===== src/design/hbsr_params.svh =====
// Constants for the host bus status and ROM paging block
`ifndef HBSR_PARAMS_SVH
`define HBSR_PARAMS_SVH

`define HBSR_MODE_ISA 2'h0
`define HBSR_MODE_UNBUFFERED_HOST_MODE 2'h1
`define HBSR_MODE_MC 2'h2
`define HBSR_PAGE_RST 3'h7
`define HBSR_SLOT_ID_LO 24'h000100
`define HBSR_SLOT_ID_HI 24'h000101
`define HBSR_ZWS_BIT 8
`define HBSR_CFG_W 9

`endif


===== src/design/hbsr_pkg.sv =====
// Types shared by the host bus status and ROM paging block
package hbsr_pkg;
    typedef enum logic [1:0] {
        HBSR_ISA = 2'b00,
        HBSR_UNBUFFERED_HOST_MODE = 2'b01,
        HBSR_MC = 2'b10,
        HBSR_RSVD = 2'b11
    } hbsr_mode_e;

    typedef struct packed {
        logic mem_hit;
        logic io_hit;
        logic io16_hit;
        logic rom_hit;
        logic excl_hit;
        logic slot_io;
    } hbsr_dec_s;

    typedef struct packed {
        logic [2:0] sense;
        logic paging;
    } hbsr_strap_s;
endpackage


===== src/design/hbsr_strap_latch.sv =====
// Captures straps on the release of reset
`timescale 1ns/1ps
`include "hbsr_params.svh"
module hbsr_strap_latch import hbsr_pkg::*; (
    input wire logic clk_i,
    input wire logic rstn_i,
    input wire logic [2:0] sense_i,
    input wire logic paging_i,
    output hbsr_strap_s strap_o
);
    hbsr_strap_s strap_ff;

    // Pins are sampled while reset is held, when the external buffer still
    // drives them; the last sample before release is kept afterwards
    always_ff @(posedge clk_i) begin
        if (!rstn_i) begin
            strap_ff <= '{sense: sense_i, paging: paging_i};
        end
    end

    assign strap_o = strap_ff;
endmodule


===== src/design/hbsr_decode.sv =====
// Address decode of host cycles
`timescale 1ns/1ps
`include "hbsr_params.svh"
module hbsr_decode import hbsr_pkg::*; #(
    parameter logic [23:0] MEM_BASE = 24'hA00000,
    parameter logic [23:0] MEM_MASK = 24'hFF0000,
    parameter logic [23:0] ROM_BASE = 24'h0C6000,
    parameter logic [23:0] ROM_MASK = 24'hFFE000,
    parameter logic [15:0] IO_MASK = 16'h03FF,
    parameter logic [15:0] IO_LOW = 16'h02E8
) (
    input wire logic [23:0] addr_i,
    input wire logic is_mem_i,
    input wire logic high_mem_i,
    input wire logic setup_i,
    output hbsr_dec_s dec_o
);
    function automatic logic hit(input logic [23:0] a, input logic [23:0] b,
                                 input logic [23:0] m);
        hit = ((a ^ b) & m) == 24'h000000;
    endfunction

    logic io_match;
    logic slot;

    always_comb begin
        io_match = (addr_i[15:0] & IO_MASK) == IO_LOW;
        slot = !is_mem_i && setup_i &&
               (addr_i == `HBSR_SLOT_ID_LO || addr_i == `HBSR_SLOT_ID_HI);
        dec_o.mem_hit = is_mem_i && high_mem_i && hit(addr_i, MEM_BASE, MEM_MASK);
        dec_o.rom_hit = is_mem_i && hit(addr_i, ROM_BASE, ROM_MASK);
        dec_o.io_hit = !is_mem_i && io_match;
        dec_o.io16_hit = !is_mem_i && io_match && !addr_i[0];
        dec_o.slot_io = slot;
        dec_o.excl_hit = slot || dec_o.rom_hit;
    end
endmodule


===== src/design/hbsr_top.sv =====
// Host bus status, select and ROM page pin logic
//
// Behaviour
// - ISA mode leaves memory width acknowledge undriven
// - Unbuffered mode drives memory width acknowledge low on 16-bit memory hits
// - MC mode drives card select feedback low for any own access
// - ISA mode asserts io width acknowledge on 16-bit capable io hits
// - MC mode asserts transfer width acknowledge except palette, slot id, ROM
// - ISA interrupt pin floats when disabled, else shows pending level
// - MC interrupt pin is active-low open collector
// - Unbuffered with zero wait select turns interrupt pin into zero wait request
// - Zero wait request low on port writes not full or reads ready
// - ISA ROM select low for ROM space cycles
// - MC ROM select low for ROM space or setup slot id io
// - ROM select pin is an input during reset
// - ROM page pins latched at reset release as monitor sense code
// - Paging strap low keeps ROM page pins inputs
// - Paging strap high drives ROM page pins from page field
// - Setup mode forces all ROM page outputs high
// - Page field resets to seven
// - ISA io strobes ignored while address enable high
//
// Design decisions made here: strobed register access and the register addresses.
`timescale 1ns/1ps
`include "hbsr_params.svh"
module hbsr_top import hbsr_pkg::*; (
    input wire logic CLK_I,
    input wire logic RSTN_I,
    input wire logic [1:0] MODE_I,
    input wire logic [23:0] ADDR_I,
    input wire logic MEM_CYCLE_I,
    input wire logic HIGH_MEM_I,
    input wire logic IO_RD_N_I,
    input wire logic IO_WR_N_I,
    input wire logic MEM_RD_N_I,
    input wire logic MEM_WR_N_I,
    input wire logic ADDR_EN_I,
    input wire logic PALETTE_HIT_I,
    input wire logic SETUP_N_I,
    input wire logic PIXEL_PORT_HIT_I,
    input wire logic QUEUE_FULL_I,
    input wire logic READ_READY_I,
    input wire logic INT_ENABLE_I,
    input wire logic INT_PENDING_I,
    input wire logic [2:0] ROM_PAGE_PINS_I,
    input wire logic ROM_PAGING_STRAP_I,
    input wire logic REG_WR_I,
    input wire logic REG_RD_I,
    input wire logic [3:0] REG_ADDR_I,
    input wire logic [15:0] REG_WDATA_I,
    output logic [15:0] REG_RDATA_O,
    output logic MEM_WIDTH_ACK_N_O,
    output logic MEM_WIDTH_ACK_OE_O,
    output logic IO_WIDTH_ACK_N_O,
    output logic IO_WIDTH_ACK_OE_O,
    output logic INT_PIN_O,
    output logic INT_PIN_OE_O,
    output logic ROM_SELECT_N_O,
    output logic ROM_SELECT_OE_O,
    output logic [2:0] ROM_PAGE_PINS_O,
    output logic ROM_PAGE_PINS_OE_O
);
    // =====================================================
    // Register map
    localparam logic [3:0] REG_CFG = 4'h0;
    localparam logic [3:0] REG_PAGE = 4'h1;
    localparam logic [3:0] REG_STAT = 4'h2;

    hbsr_mode_e mode;
    hbsr_dec_s dec;
    hbsr_strap_s strap;
    logic [`HBSR_CFG_W-1:0] cfg_ff;
    logic [2:0] page_ff;
    logic [15:0] rdata_ff;
    logic live_ff;
    logic setup;
    logic zero_wait_select;
    logic io_strobe;
    logic mem_strobe;

    assign mode = hbsr_mode_e'(MODE_I);
    assign setup = !SETUP_N_I;
    assign zero_wait_select = mode == HBSR_UNBUFFERED_HOST_MODE && cfg_ff[`HBSR_ZWS_BIT];
    assign mem_strobe = !MEM_RD_N_I || !MEM_WR_N_I;
    // ISA DMA cycles put memory addresses beside io strobes
    assign io_strobe = (!IO_RD_N_I || !IO_WR_N_I) &&
                       !(mode != HBSR_MC && ADDR_EN_I);

    hbsr_strap_latch u_strap (
        .clk_i(CLK_I),
        .rstn_i(RSTN_I),
        .sense_i(ROM_PAGE_PINS_I),
        .paging_i(ROM_PAGING_STRAP_I),
        .strap_o(strap)
    );

    hbsr_decode u_dec (
        .addr_i(ADDR_I),
        .is_mem_i(MEM_CYCLE_I),
        .high_mem_i(HIGH_MEM_I),
        .setup_i(setup),
        .dec_o(dec)
    );

    // =====================================================
    // Register port
    always_ff @(posedge CLK_I or negedge RSTN_I) begin
        if (!RSTN_I) begin
            cfg_ff <= '0;
        end else if (REG_WR_I && REG_ADDR_I == REG_CFG) begin
            cfg_ff <= REG_WDATA_I[`HBSR_CFG_W-1:0];
        end
    end

    always_ff @(posedge CLK_I or negedge RSTN_I) begin
        if (!RSTN_I) begin
            page_ff <= `HBSR_PAGE_RST;
        end else if (REG_WR_I && REG_ADDR_I == REG_PAGE) begin
            page_ff <= REG_WDATA_I[2:0];
        end
    end

    always_ff @(posedge CLK_I or negedge RSTN_I) begin
        if (!RSTN_I) begin
            rdata_ff <= 16'h0000;
        end else if (REG_RD_I) begin
            unique case (REG_ADDR_I)
                REG_CFG: rdata_ff <= {{(16-`HBSR_CFG_W){1'b0}}, cfg_ff};
                REG_PAGE: rdata_ff <= {13'h0000, page_ff};
                REG_STAT: rdata_ff <= {12'h000, strap.paging, strap.sense};
                default: rdata_ff <= 16'h0000;
            endcase
        end else begin
            rdata_ff <= 16'h0000;
        end
    end

    assign REG_RDATA_O = rdata_ff;

    // =====================================================
    // Reset release marker for pin direction
    always_ff @(posedge CLK_I or negedge RSTN_I) begin
        if (!RSTN_I) begin
            live_ff <= 1'b0;
        end else begin
            live_ff <= 1'b1;
        end
    end

    // =====================================================
    // Width acknowledges and card select feedback
    always_ff @(posedge CLK_I or negedge RSTN_I) begin
        if (!RSTN_I) begin
            MEM_WIDTH_ACK_N_O <= 1'b1;
            MEM_WIDTH_ACK_OE_O <= 1'b0;
        end else begin
            unique case (mode)
                HBSR_UNBUFFERED_HOST_MODE: begin
                    MEM_WIDTH_ACK_N_O <= !dec.mem_hit;
                    MEM_WIDTH_ACK_OE_O <= 1'b1;
                end
                HBSR_MC: begin
                    MEM_WIDTH_ACK_N_O <= !(dec.mem_hit || dec.io_hit ||
                                           dec.rom_hit || dec.slot_io);
                    MEM_WIDTH_ACK_OE_O <= 1'b1;
                end
                default: begin
                    MEM_WIDTH_ACK_N_O <= 1'b1;
                    MEM_WIDTH_ACK_OE_O <= 1'b0;
                end
            endcase
        end
    end

    always_ff @(posedge CLK_I or negedge RSTN_I) begin
        if (!RSTN_I) begin
            IO_WIDTH_ACK_N_O <= 1'b1;
            IO_WIDTH_ACK_OE_O <= 1'b0;
        end else if (mode == HBSR_MC) begin
            IO_WIDTH_ACK_N_O <= !((dec.mem_hit || dec.io_hit) &&
                                  !dec.excl_hit && !PALETTE_HIT_I);
            IO_WIDTH_ACK_OE_O <= 1'b1;
        end else begin
            IO_WIDTH_ACK_N_O <= !(dec.io16_hit && !ADDR_EN_I);
            IO_WIDTH_ACK_OE_O <= 1'b1;
        end
    end

    // =====================================================
    // Interrupt pin and zero wait request
    always_ff @(posedge CLK_I or negedge RSTN_I) begin
        if (!RSTN_I) begin
            INT_PIN_O <= 1'b0;
            INT_PIN_OE_O <= 1'b0;
        end else if (zero_wait_select) begin
            // Interrupts are never shown in this mode
            INT_PIN_O <= !(PIXEL_PORT_HIT_I &&
                           ((!MEM_WR_N_I && !QUEUE_FULL_I) ||
                            (!MEM_RD_N_I && READ_READY_I)));
            INT_PIN_OE_O <= 1'b1;
        end else if (mode == HBSR_MC) begin
            INT_PIN_O <= 1'b0;
            INT_PIN_OE_O <= INT_ENABLE_I && INT_PENDING_I;
        end else begin
            INT_PIN_O <= INT_PENDING_I;
            INT_PIN_OE_O <= INT_ENABLE_I;
        end
    end

    // =====================================================
    // ROM select
    always_ff @(posedge CLK_I or negedge RSTN_I) begin
        if (!RSTN_I) begin
            ROM_SELECT_N_O <= 1'b1;
            ROM_SELECT_OE_O <= 1'b0;
        end else if (mode == HBSR_MC) begin
            ROM_SELECT_N_O <= !((dec.rom_hit && mem_strobe) ||
                                (dec.slot_io && io_strobe));
            ROM_SELECT_OE_O <= 1'b1;
        end else begin
            ROM_SELECT_N_O <= !(dec.rom_hit && mem_strobe);
            ROM_SELECT_OE_O <= 1'b1;
        end
    end

    // =====================================================
    // ROM page pins
    always_ff @(posedge CLK_I or negedge RSTN_I) begin
        if (!RSTN_I) begin
            ROM_PAGE_PINS_O <= `HBSR_PAGE_RST;
            ROM_PAGE_PINS_OE_O <= 1'b0;
        end else begin
            ROM_PAGE_PINS_O <= setup ? 3'h7 : page_ff;
            ROM_PAGE_PINS_OE_O <= live_ff && strap.paging;
        end
    end
endmodule


===== config.mk =====
export PLATFORM = sky130hd
export DESIGN_NAME = hbsr_top
export DESIGN_NICKNAME = d
export VERILOG_FILES = /design/src/design/hbsr_pkg.sv /design/src/design/hbsr_strap_latch.sv /design/src/design/hbsr_decode.sv /design/src/design/hbsr_top.sv
export VERILOG_INCLUDE_DIRS = /design/src /design/src/design
export SDC_FILE = /design/constraint.sdc
export NUM_CORES = 1
export LEC_CHECK = 0
export BUFFER_PORTS_ARGS = -buffer_cell sky130_fd_sc_hd__buf_2
export CAP_MARGIN = 10
export CORE_MARGIN = 2
export CORE_UTILIZATION = 41
export DETAILED_ROUTE_END_ITERATION = 10
export GPL_TIMING_DRIVEN = 0
export PLACE_DENSITY = 0.84
export SLEW_MARGIN = 30
export SYNTH_ARGS = -nofsm -noshare
export SYNTH_HDL_FRONTEND = slang
export SYNTH_SLANG_ARGS = --single-unit

===== constraint.sdc =====
create_clock -name CLK_I -period 1.2 [get_ports CLK_I]
set_input_delay 0.24 -clock CLK_I [delete_from_list [all_inputs] [get_ports CLK_I]]
set_output_delay 0.24 -clock CLK_I [all_outputs]
set_load 0.01 [all_outputs]

== Word level (Yosys, flattened, before mapping) ==
Cells that the tools add are included.

* Bits in registers: 43
* Word-level logic and storage cells: 89

* Equality and inequality tests: 8
* Muxes and demuxes: 11
* Bitwise gates (word level): 2
* Reduce and logical (&&, ||, !) cells: 54

{| class="wikitable"
|+ Operator list
! kind !! count
|-
| $eq A24 B9 Y1 const B || 2
|-
| $logic_not A24 Y1 || 2
|-
| $pmux W9 S3 || 1
|-
| $logic_and A1 B1 Y1 || 22
|-
| $logic_not A1 Y1 || 19
|-
| $eq A10 B10 Y1 const B || 1
|-
| $logic_or A1 B1 Y1 || 9
|-
| $mux W9 || 1
|-
| $mux W1 || 7
|-
| $eq A4 B1 Y1 const B || 1
|-
| $eq A4 B2 Y1 const B || 1
|-
| $logic_not A4 Y1 || 1
|-
| $not A4 Y4 || 1
|-
| $mux W3 || 1
|-
| $eq A2 B1 Y1 const B || 1
|-
| $eq A2 B2 Y1 const B || 1
|-
| $ne A2 B2 Y1 const B || 1
|-
| $not A2 Y2 || 1
|-
| $pmux W1 S2 || 1
|-
| $reduce_or A2 Y1 || 1
|}

== Depth between registers and ports, before layout ==
Gate-level depths: netlist (run 1).

* Word-level depth: 9
* Depth in mapped cells: 5
* Gate-level depth less buffers: 5

== Hierarchy ==
A second synthesis (run 1) with hierarchy kept.

* Cell total of the unflattened synthesis: 134
* Area total of the unflattened synthesis: 1662.8 µm²

{| class="wikitable"
|+ By module, submodules not included
! module !! instances !! cells an instance !! area each (µm²)
|-
| hbsr_top || 1 || 108 || 1381.3
|-
| hbsr_decode || 1 || 21 || 157.7
|-
| hbsr_strap_latch || 1 || 5 || 123.9
|}

== Least setup slack after synthesis (run 1) ==
No wires, ideal clock.

* Kind: input to register
* Start point: in REG_ADDR_I[1]
* End point: reg cfg_ff[0]
* Setup time: 0.125 ns
* Arrival time: 0.921 ns
* Data required time: 1.075 ns
* Setup slack: 0.154 ns
* Stages: 4
* Cell sequence: buf_6 nor2_2 nand3_2 mux2_2

* Word-level cells in the longest chain between the ends: 2

{| class="wikitable"
|+ Ends and longest elaborated chain
! item !! RTL line !! RTL
|-
| start: declaration || hbsr_top.sv:49 || <nowiki>input wire logic [3:0] REG_ADDR_I,</nowiki>
|-
| $logic_not A4 Y1 || hbsr_top.sv:110 || <nowiki>end else if (REG_WR_I && REG_ADDR_I == REG_CFG) begin</nowiki>
|-
| $logic_and A1 B1 Y1 || hbsr_top.sv:110 ||
|-
| end signal: assignment || hbsr_top.sv:111 || <nowiki>cfg_ff <= REG_WDATA_I[`HBSR_CFG_W-1:0];</nowiki>
|-
| end: declaration || hbsr_top.sv:72 || <nowiki>logic [`HBSR_CFG_W-1:0] cfg_ff;</nowiki>
|}

No other way between the ends.
A chain may end at the register's enable or synchronous reset.

== Worst setup path after layout (run 1) ==
* Start point: reg ROM_PAGE_PINS_O[0]
* End point: out ROM_PAGE_PINS_O[0]

{| class="wikitable"
|+ RTL lines
! item !! RTL line !! RTL
|-
| start: declaration || hbsr_top.sv:60 || <nowiki>output logic [2:0] ROM_PAGE_PINS_O,</nowiki>
|-
| start signal: assignment || hbsr_top.sv:230 || <nowiki>ROM_PAGE_PINS_O <= `HBSR_PAGE_RST;</nowiki>
|-
| start signal: assignment || hbsr_top.sv:233 || <nowiki>ROM_PAGE_PINS_O <= setup ? 3'h7 : page_ff;</nowiki>
|}

No word-level cell between the ends.

==> impl_metrics.json, run 1 <==
{
  "regArea_um2": 932,
  "worstPathRequired_ps": 960,
  "post-route-min-period_ps": 1160,
  "syn_inst": 134,
  "multi_input_area_um2": 652,
  "synthTopCellsByArea": "dfrtp_1 (35%), dfstp_2 (14%), edfxtp_1 (7.3%)",
  "maxSlewViolCount": 0,
  "ant_nets": 0,
  "finalNonFillerCells": 278,
  "worstRegToRegCells": 4,
  "vias_per_cell": 4.67,
  "dr.pass1.iters": 3,
  "cts_hold_buf": 0,
  "syn_area_um2": 1660,
  "cts_tree": "built",
  "numPortBuffers": 80,
  "grt_pass1_wl_um": 4870,
  "syn_to_final_growth_pct": 35.1,
  "initial_core_util_pct": 42.0,
  "clk_pin_slew_ps": 70,
  "path_cells": "buf_2",
  "num_antenna_cells": 0,
  "max_freq_ghz": 0.865,
  "avgSynthCellArea_um2": 12.4,
  "hold_class": "in2async",
  "fill_cells": 341,
  "clock-skew-final_ps": 6.96,
  "dr_total_vias": 1299,
  "critical_path_class": "reg2out",
  "drv_cap": 0,
  "fp.dieH_um": 67.5,
  "grt_max_degree": 34,
  "die_x_um": 67.5,
  "cts_sinks": 36,
  "holdWs_ps": -75.2,
  "cpMaxStageDelayCell": "dfstp_2",
  "ys_types": 41,
  "routedWlPerCell_um": 11.4,
  "clockRootBuffer": "clkbuf_8",
  "grt_pass1_vias": 1180,
  "drive_gt1_share_pct": 54.8,
  "failed_checks": "hold timing",
  "irDropWorstVdd_mv": 0.463,
  "dp_cells": 270,
  "pwr_density_cell_nw_per_um2": 1240,
  "drc_errors": 0,
  "path_delay_family": "flip-flops",
  "yosysTopAreaCell": "dfrtp_1",
  "clkLatencyLatePin_ps": 270,
  "arrival_ps": 920,
  "finalSetupViolations": 0,
  "crit_cells": 1,
  "run_status": "complete, but fails checks",
  "antenna_found_initial": 0,
  "cp_slowest_stage_delay_ps": 510,
  "grt_use_total_pct": 14.5,
  "start_kind": "flop",
  "grt_overflow_total": 0,
  "ys_ff_latch": 36,
  "crit_path_end_kind": "output pin",
  "finalHoldViolCount": 23,
  "clockBufferDepth": 2,
  "mostFrequentLayoutCells": "buf_2 (79), dfrtp_1 (23), dfstp_2 (9), mux2_2 (9)",
  "gp_congestion": 0.742,
  "async_flop_share_pct": 88.9,
  "path_max_fanout": 1,
  "drt-total-wl_um": 3160,
  "nNetsFinal": 297,
  "synth.top_cell.area_share_pct": 34.8,
  "period_share_pct": 96.3,
  "p_total_mw": 2.77,
  "htreeDepth": 2,
  "synth_edf_count": 4,
  "ys.flop_type": "dfrtp_1",
  "cp_num_buf_inv": 1,
  "postLayoutCoreUtil_pct": 56.7,
  "die_area_um2": 4560,
  "cts-buffers-inserted": 5,
  "yosysWarnings": 0,
  "ys_seq_area_share_pct": 56.3,
  "drt_iter0_drc": 51,
  "grt_setup_unrepaired": "false",
  "ios": 96,
  "core_area_um2": 3940,
  "cts_setup_buffers": 0,
  "row_count": 23,
  "dp.final_hpwl_um": 2730,
  "p_leak_nw": 1.13,
  "final_common_cell": "buf_2"
}
[path summary, 6_finish.rpt]
check / startpoint / slack [ps] / endpoint
max in group asynchronous: RSTN_I / 940 / page_ff[2]$_DFFE_PN1P_
worst max-delay path: ROM_PAGE_PINS_O[0]$_DFF_PN1_ / 40 / ROM_PAGE_PINS_O[0]
worst min-delay path: RSTN_I / -80 / REG_RDATA_O[7]$_DFF_PN0_
worst max register to register: cfg_ff[0]$_DFFE_PN0P_ / 360 / REG_RDATA_O[0]$_DFF_PN0_
min in group CLK_I: ROM_PAGING_STRAP_I / 150 / u_strap.strap_o[0]$_DFFE_PN_
worst min register to register: cfg_ff[5]$_DFFE_PN0P_ / 470 / REG_RDATA_O[5]$_DFF_PN0_
[cell type report]
cell class | instances | share of cell area (%)
repair buffers | 80 | 18.0
multi-input cells | 89 | 29.2
plain buffers | 9 | 3.19
clock buffers | 6 | 3.69
clock inverters | 2 | 0.448
flip-flops and latches | 36 | 41.7
well taps | 50 | 2.80
inverters | 6 | 1.01
[synth_stat cells (2+ instances only)]
library cell	count
a21oi_1	5
a31oi_1	2
and2_1	6
buf_4	8
conb_1	2
dfrtp_1	23
dfstp_2	9
edfxtp_1	4
ha_1	2
inv_1	6
mux2_2	9
mux2_4	3
mux2i_1	4
nand2_1	6
nand2b_1	4
nand3_1	3
nand4_1	2
nor2_1	8
nor3_1	4
nor4_1	3
[flip-flops by register name, summed over array words and instances, names as in the netlist, 3 cells and up]
name	flops
REG_RDATA_O	9
ROM_PAGE_PINS_O	3
cfg_ff	9
page_ff	3
u_strap.strap_o	4
[power breakdown]
part	switching (mW)	leakage (nW)	internal (mW)
clock	0.374	0.0510	0.457
sequential	0.0703	0.429	1.41
combinational	0.204	0.647	0.258
total	0.649	1.13	2.12
[metrics by stage]
stage | worst slack, ps | instance area (µm²) | TNS (ps)
floorplan | 154 | 1680 | 0
global placement | -136 | 2140 | -1070
detailed placement | -179 | 2140 | -1960
CTS | 31.3 | 2230 | 0
global route | 9.48 | 2240 | 0
finish | 43.8 | 2240 | 0
[cells by family (layout without fill, tap and decap cells)]
kind of cell,after synthesis,count (layout),synth area share [%]
AND/OR/NAND/NOR,48,48,19.0
AO/OA/AOI/OAI,15,15,5.82
adder cells (fa/ha/maj),2,2,1.51
flip-flops,36,36,56.3
multiplexers,16,16,11.3
other,2,8,0.454
buffers and inverters,15,103,5.67
[metal layers]
metal / vias up / part of all wire [%] / global-route usage [%]
met1: 590 / 35 / 13.9
met3: 2 / 8.1 / 2.50
met2: 61 / 56 / 29.5
li1: 646 / - / -
met4: 0 / 0.85 / 6.12
met5: - / 0 / 0
[what timing repair did]
action	CTS	global route
gates resized for setup	0	1
hold endpoints to repair	0	23
setup endpoints to repair	0	4
Power figures use the tool's default switching activity.
==> inputs of run 2 (changes only) <==
--- a/config.mk
+++ b/config.mk
@@ -10,9 +10,11 @@
 export CAP_MARGIN = 10
 export CORE_MARGIN = 2
 export CORE_UTILIZATION = 41
+export CTS_BUF_LIST = sky130_fd_sc_hd__clkbuf_8
 export DETAILED_ROUTE_END_ITERATION = 10
 export GPL_TIMING_DRIVEN = 0
 export PLACE_DENSITY = 0.84
+export REMOVE_ABC_BUFFERS = 1
 export SLEW_MARGIN = 30
 export SYNTH_ARGS = -nofsm -noshare
 export SYNTH_HDL_FRONTEND = slang
==> impl_metrics.json, run 2 (synthesized netlist as in run 1, its figures left out) <==
{
  "htreeDepth": 2,
  "path_cells": "buf_2",
  "crit_start": "MEM_WIDTH_ACK_N_O$_DFF_PN1_",
  "crit_path_end_kind": "output pin",
  "cts_setup_buffers": 0,
  "core_area_um2": 3940,
  "met3_usage_pct": 5.67,
  "cts-buffers-inserted": 5,
  "grt_pass1_vias": 1236,
  "holdWs_ps": -75.2,
  "path_delay_family": "flip-flops",
  "dr_total_vias": 1274,
  "vias_per_cell": 4.72,
  "gp_congestion": 0.862,
  "routedWlPerCell_um": 12.9,
  "p_leak_nw": 1.08,
  "hold_class": "in2async",
  "grt_setup_unrepaired": "false",
  "critical_path_class": "reg2out",
  "clkLatencyLatePin_ps": 280,
  "max_freq_ghz": 0.868,
  "cpMaxStageDelayCell": "dfstp_2",
  "arrival_ps": 910,
  "maxSlewViolCount": 0,
  "grt_overflow_total": 0,
  "ant_nets": 0,
  "drive_gt1_share_pct": 51.8,
  "num_antenna_cells": 0,
  "dp_cells": 262,
  "cts_hold_buf": 0,
  "dr.pass1.iters": 4,
  "p_total_mw": 2.68,
  "regToRegSetupSlack_ps": 320,
  "period_share_pct": 96.0,
  "die_x_um": 67.5,
  "run_status": "complete, but fails checks",
  "reg2reg_from": "u_strap.strap_o[1]$_DFFE_PN_",
  "drt_iter0_drc": 49,
  "dp_slack_ps": -233,
  "clock-skew-final_ps": 9.05,
  "fin_ws_ps": 47.5,
  "drc_errors": 0,
  "cp_slowest_stage_delay_ps": 520,
  "finalNonFillerCells": 270,
  "clockBufferDepth": 2,
  "mostFrequentLayoutCells": "buf_2 (80), dfrtp_1 (23), dfstp_2 (9), mux2_2 (9)",
  "worstPathRequired_ps": 960,
  "failed_checks": "hold timing",
  "crit_cells": 1,
  "fp.dieH_um": 67.5,
  "drt-total-wl_um": 3490,
  "cts_sinks": 36,
  "clockRootBuffer": "clkbuf_8",
  "grt_pass1_wl_um": 5510,
  "use_met1_pct": 18.7,
  "cts_tree": "built",
  "grt_use_total_pct": 16.8,
  "row_count": 23,
  "clk_pin_slew_ps": 70,
  "start_kind": "flop",
  "post-route-min-period_ps": 1150,
  "finalHoldViolCount": 23,
  "grt_max_degree": 34,
  "cp_num_buf_inv": 1,
  "numPortBuffers": 81,
  "ios": 96,
  "slew_headroom_pct": 62.8,
  "pwr_density_cell_nw_per_um2": 1240,
  "worstRegToRegCells": 4,
  "initial_core_util_pct": 42.0,
  "finalSetupViolations": 0,
  "syn_to_final_growth_pct": 30.3,
  "path_max_fanout": 1,
  "final_common_cell": "buf_2",
  "drv_cap": 0,
  "die_area_um2": 4560,
  "postLayoutCoreUtil_pct": 54.7,
  "worstMarginPinSlew_ps": 544,
  "dp.final_hpwl_um": 2870,
  "met2_usage_pct": 28.8,
  "antenna_found_initial": 0,
  "nNetsFinal": 289,
  "top_usage_layer": "met2",
  "irDropWorstVdd_mv": 0.737
}
## run 2: cell count changes in the layout (fill, tap and decap cells not counted), sizes merged
cell    previous run  this run
buf               88        80
inv                6         7
clkbuf             7         6
## run 2: worst paths after layout
path                                                 to
min reg2reg                    REG_RDATA_O[5]$_DFF_PN0_
max in group asynchronous  ROM_PAGE_PINS_O[1]$_DFF_PN1_
max                                   MEM_WIDTH_ACK_N_O
max reg2reg                    REG_RDATA_O[0]$_DFF_PN0_
min                            REG_RDATA_O[1]$_DFF_PN0_
min in group CLK_I         u_strap.strap_o[1]$_DFFE_PN_
## run 2: what timing repair did
action	CTS	global route
resized for setup	0	1
hold endpoints to repair	0	23
endpoints found under the setup margin	0	1
## run 2: per-layer routing
metal,wire length (µm),up-vias
li1,-,630
met1,1410,599
met2,1830,38
met3,181,7
met4,76,0
met5,0,-
## run 2: layout make-up
| cell class | instances | area [µm²] |
|---|---|---|
| fill | 358 | 1790 |
| sequential | 36 | 932 |
| multi-input combinational | 89 | 652 |
| timing repair buffer | 81 | 408 |
| clock buffer | 5 | 68.8 |
| tap | 50 | 62.6 |
| inverter | 6 | 22.5 |
| clock inverter | 3 | 11.3 |
## run 2: worst reg2reg max path, delay by kind of cell, from the launching register on
family | cells | cell delay [ps]
AO/OA/AOI/OAI | 1 | 110
flip-flops | 1 | 380
multiplexers | 1 | 150
AND/OR/NAND/NOR | 2 | 120
## run 2: through the flow
stage / area [µm²] / TNS [ps]
3_5_place_dp: 2070 / -2300
2_1_floorplan: 1610 / 0
3_3_place_gp: 2070 / -2010
5_1_grt: 2160 / 0
4_1_cts: 2150 / 0
6_report: 2160 / 0
## run 2: power breakdown
part | switching (mW) | leakage, nW | internal (mW) | total, mW
logic | 0.198 | 0.602 | 0.239 | 0.436
clock network | 0.388 | 0.0444 | 0.386 | 0.774
registers | 0.0651 | 0.429 | 1.40 | 1.47
total | 0.650 | 1.08 | 2.03 | 2.68
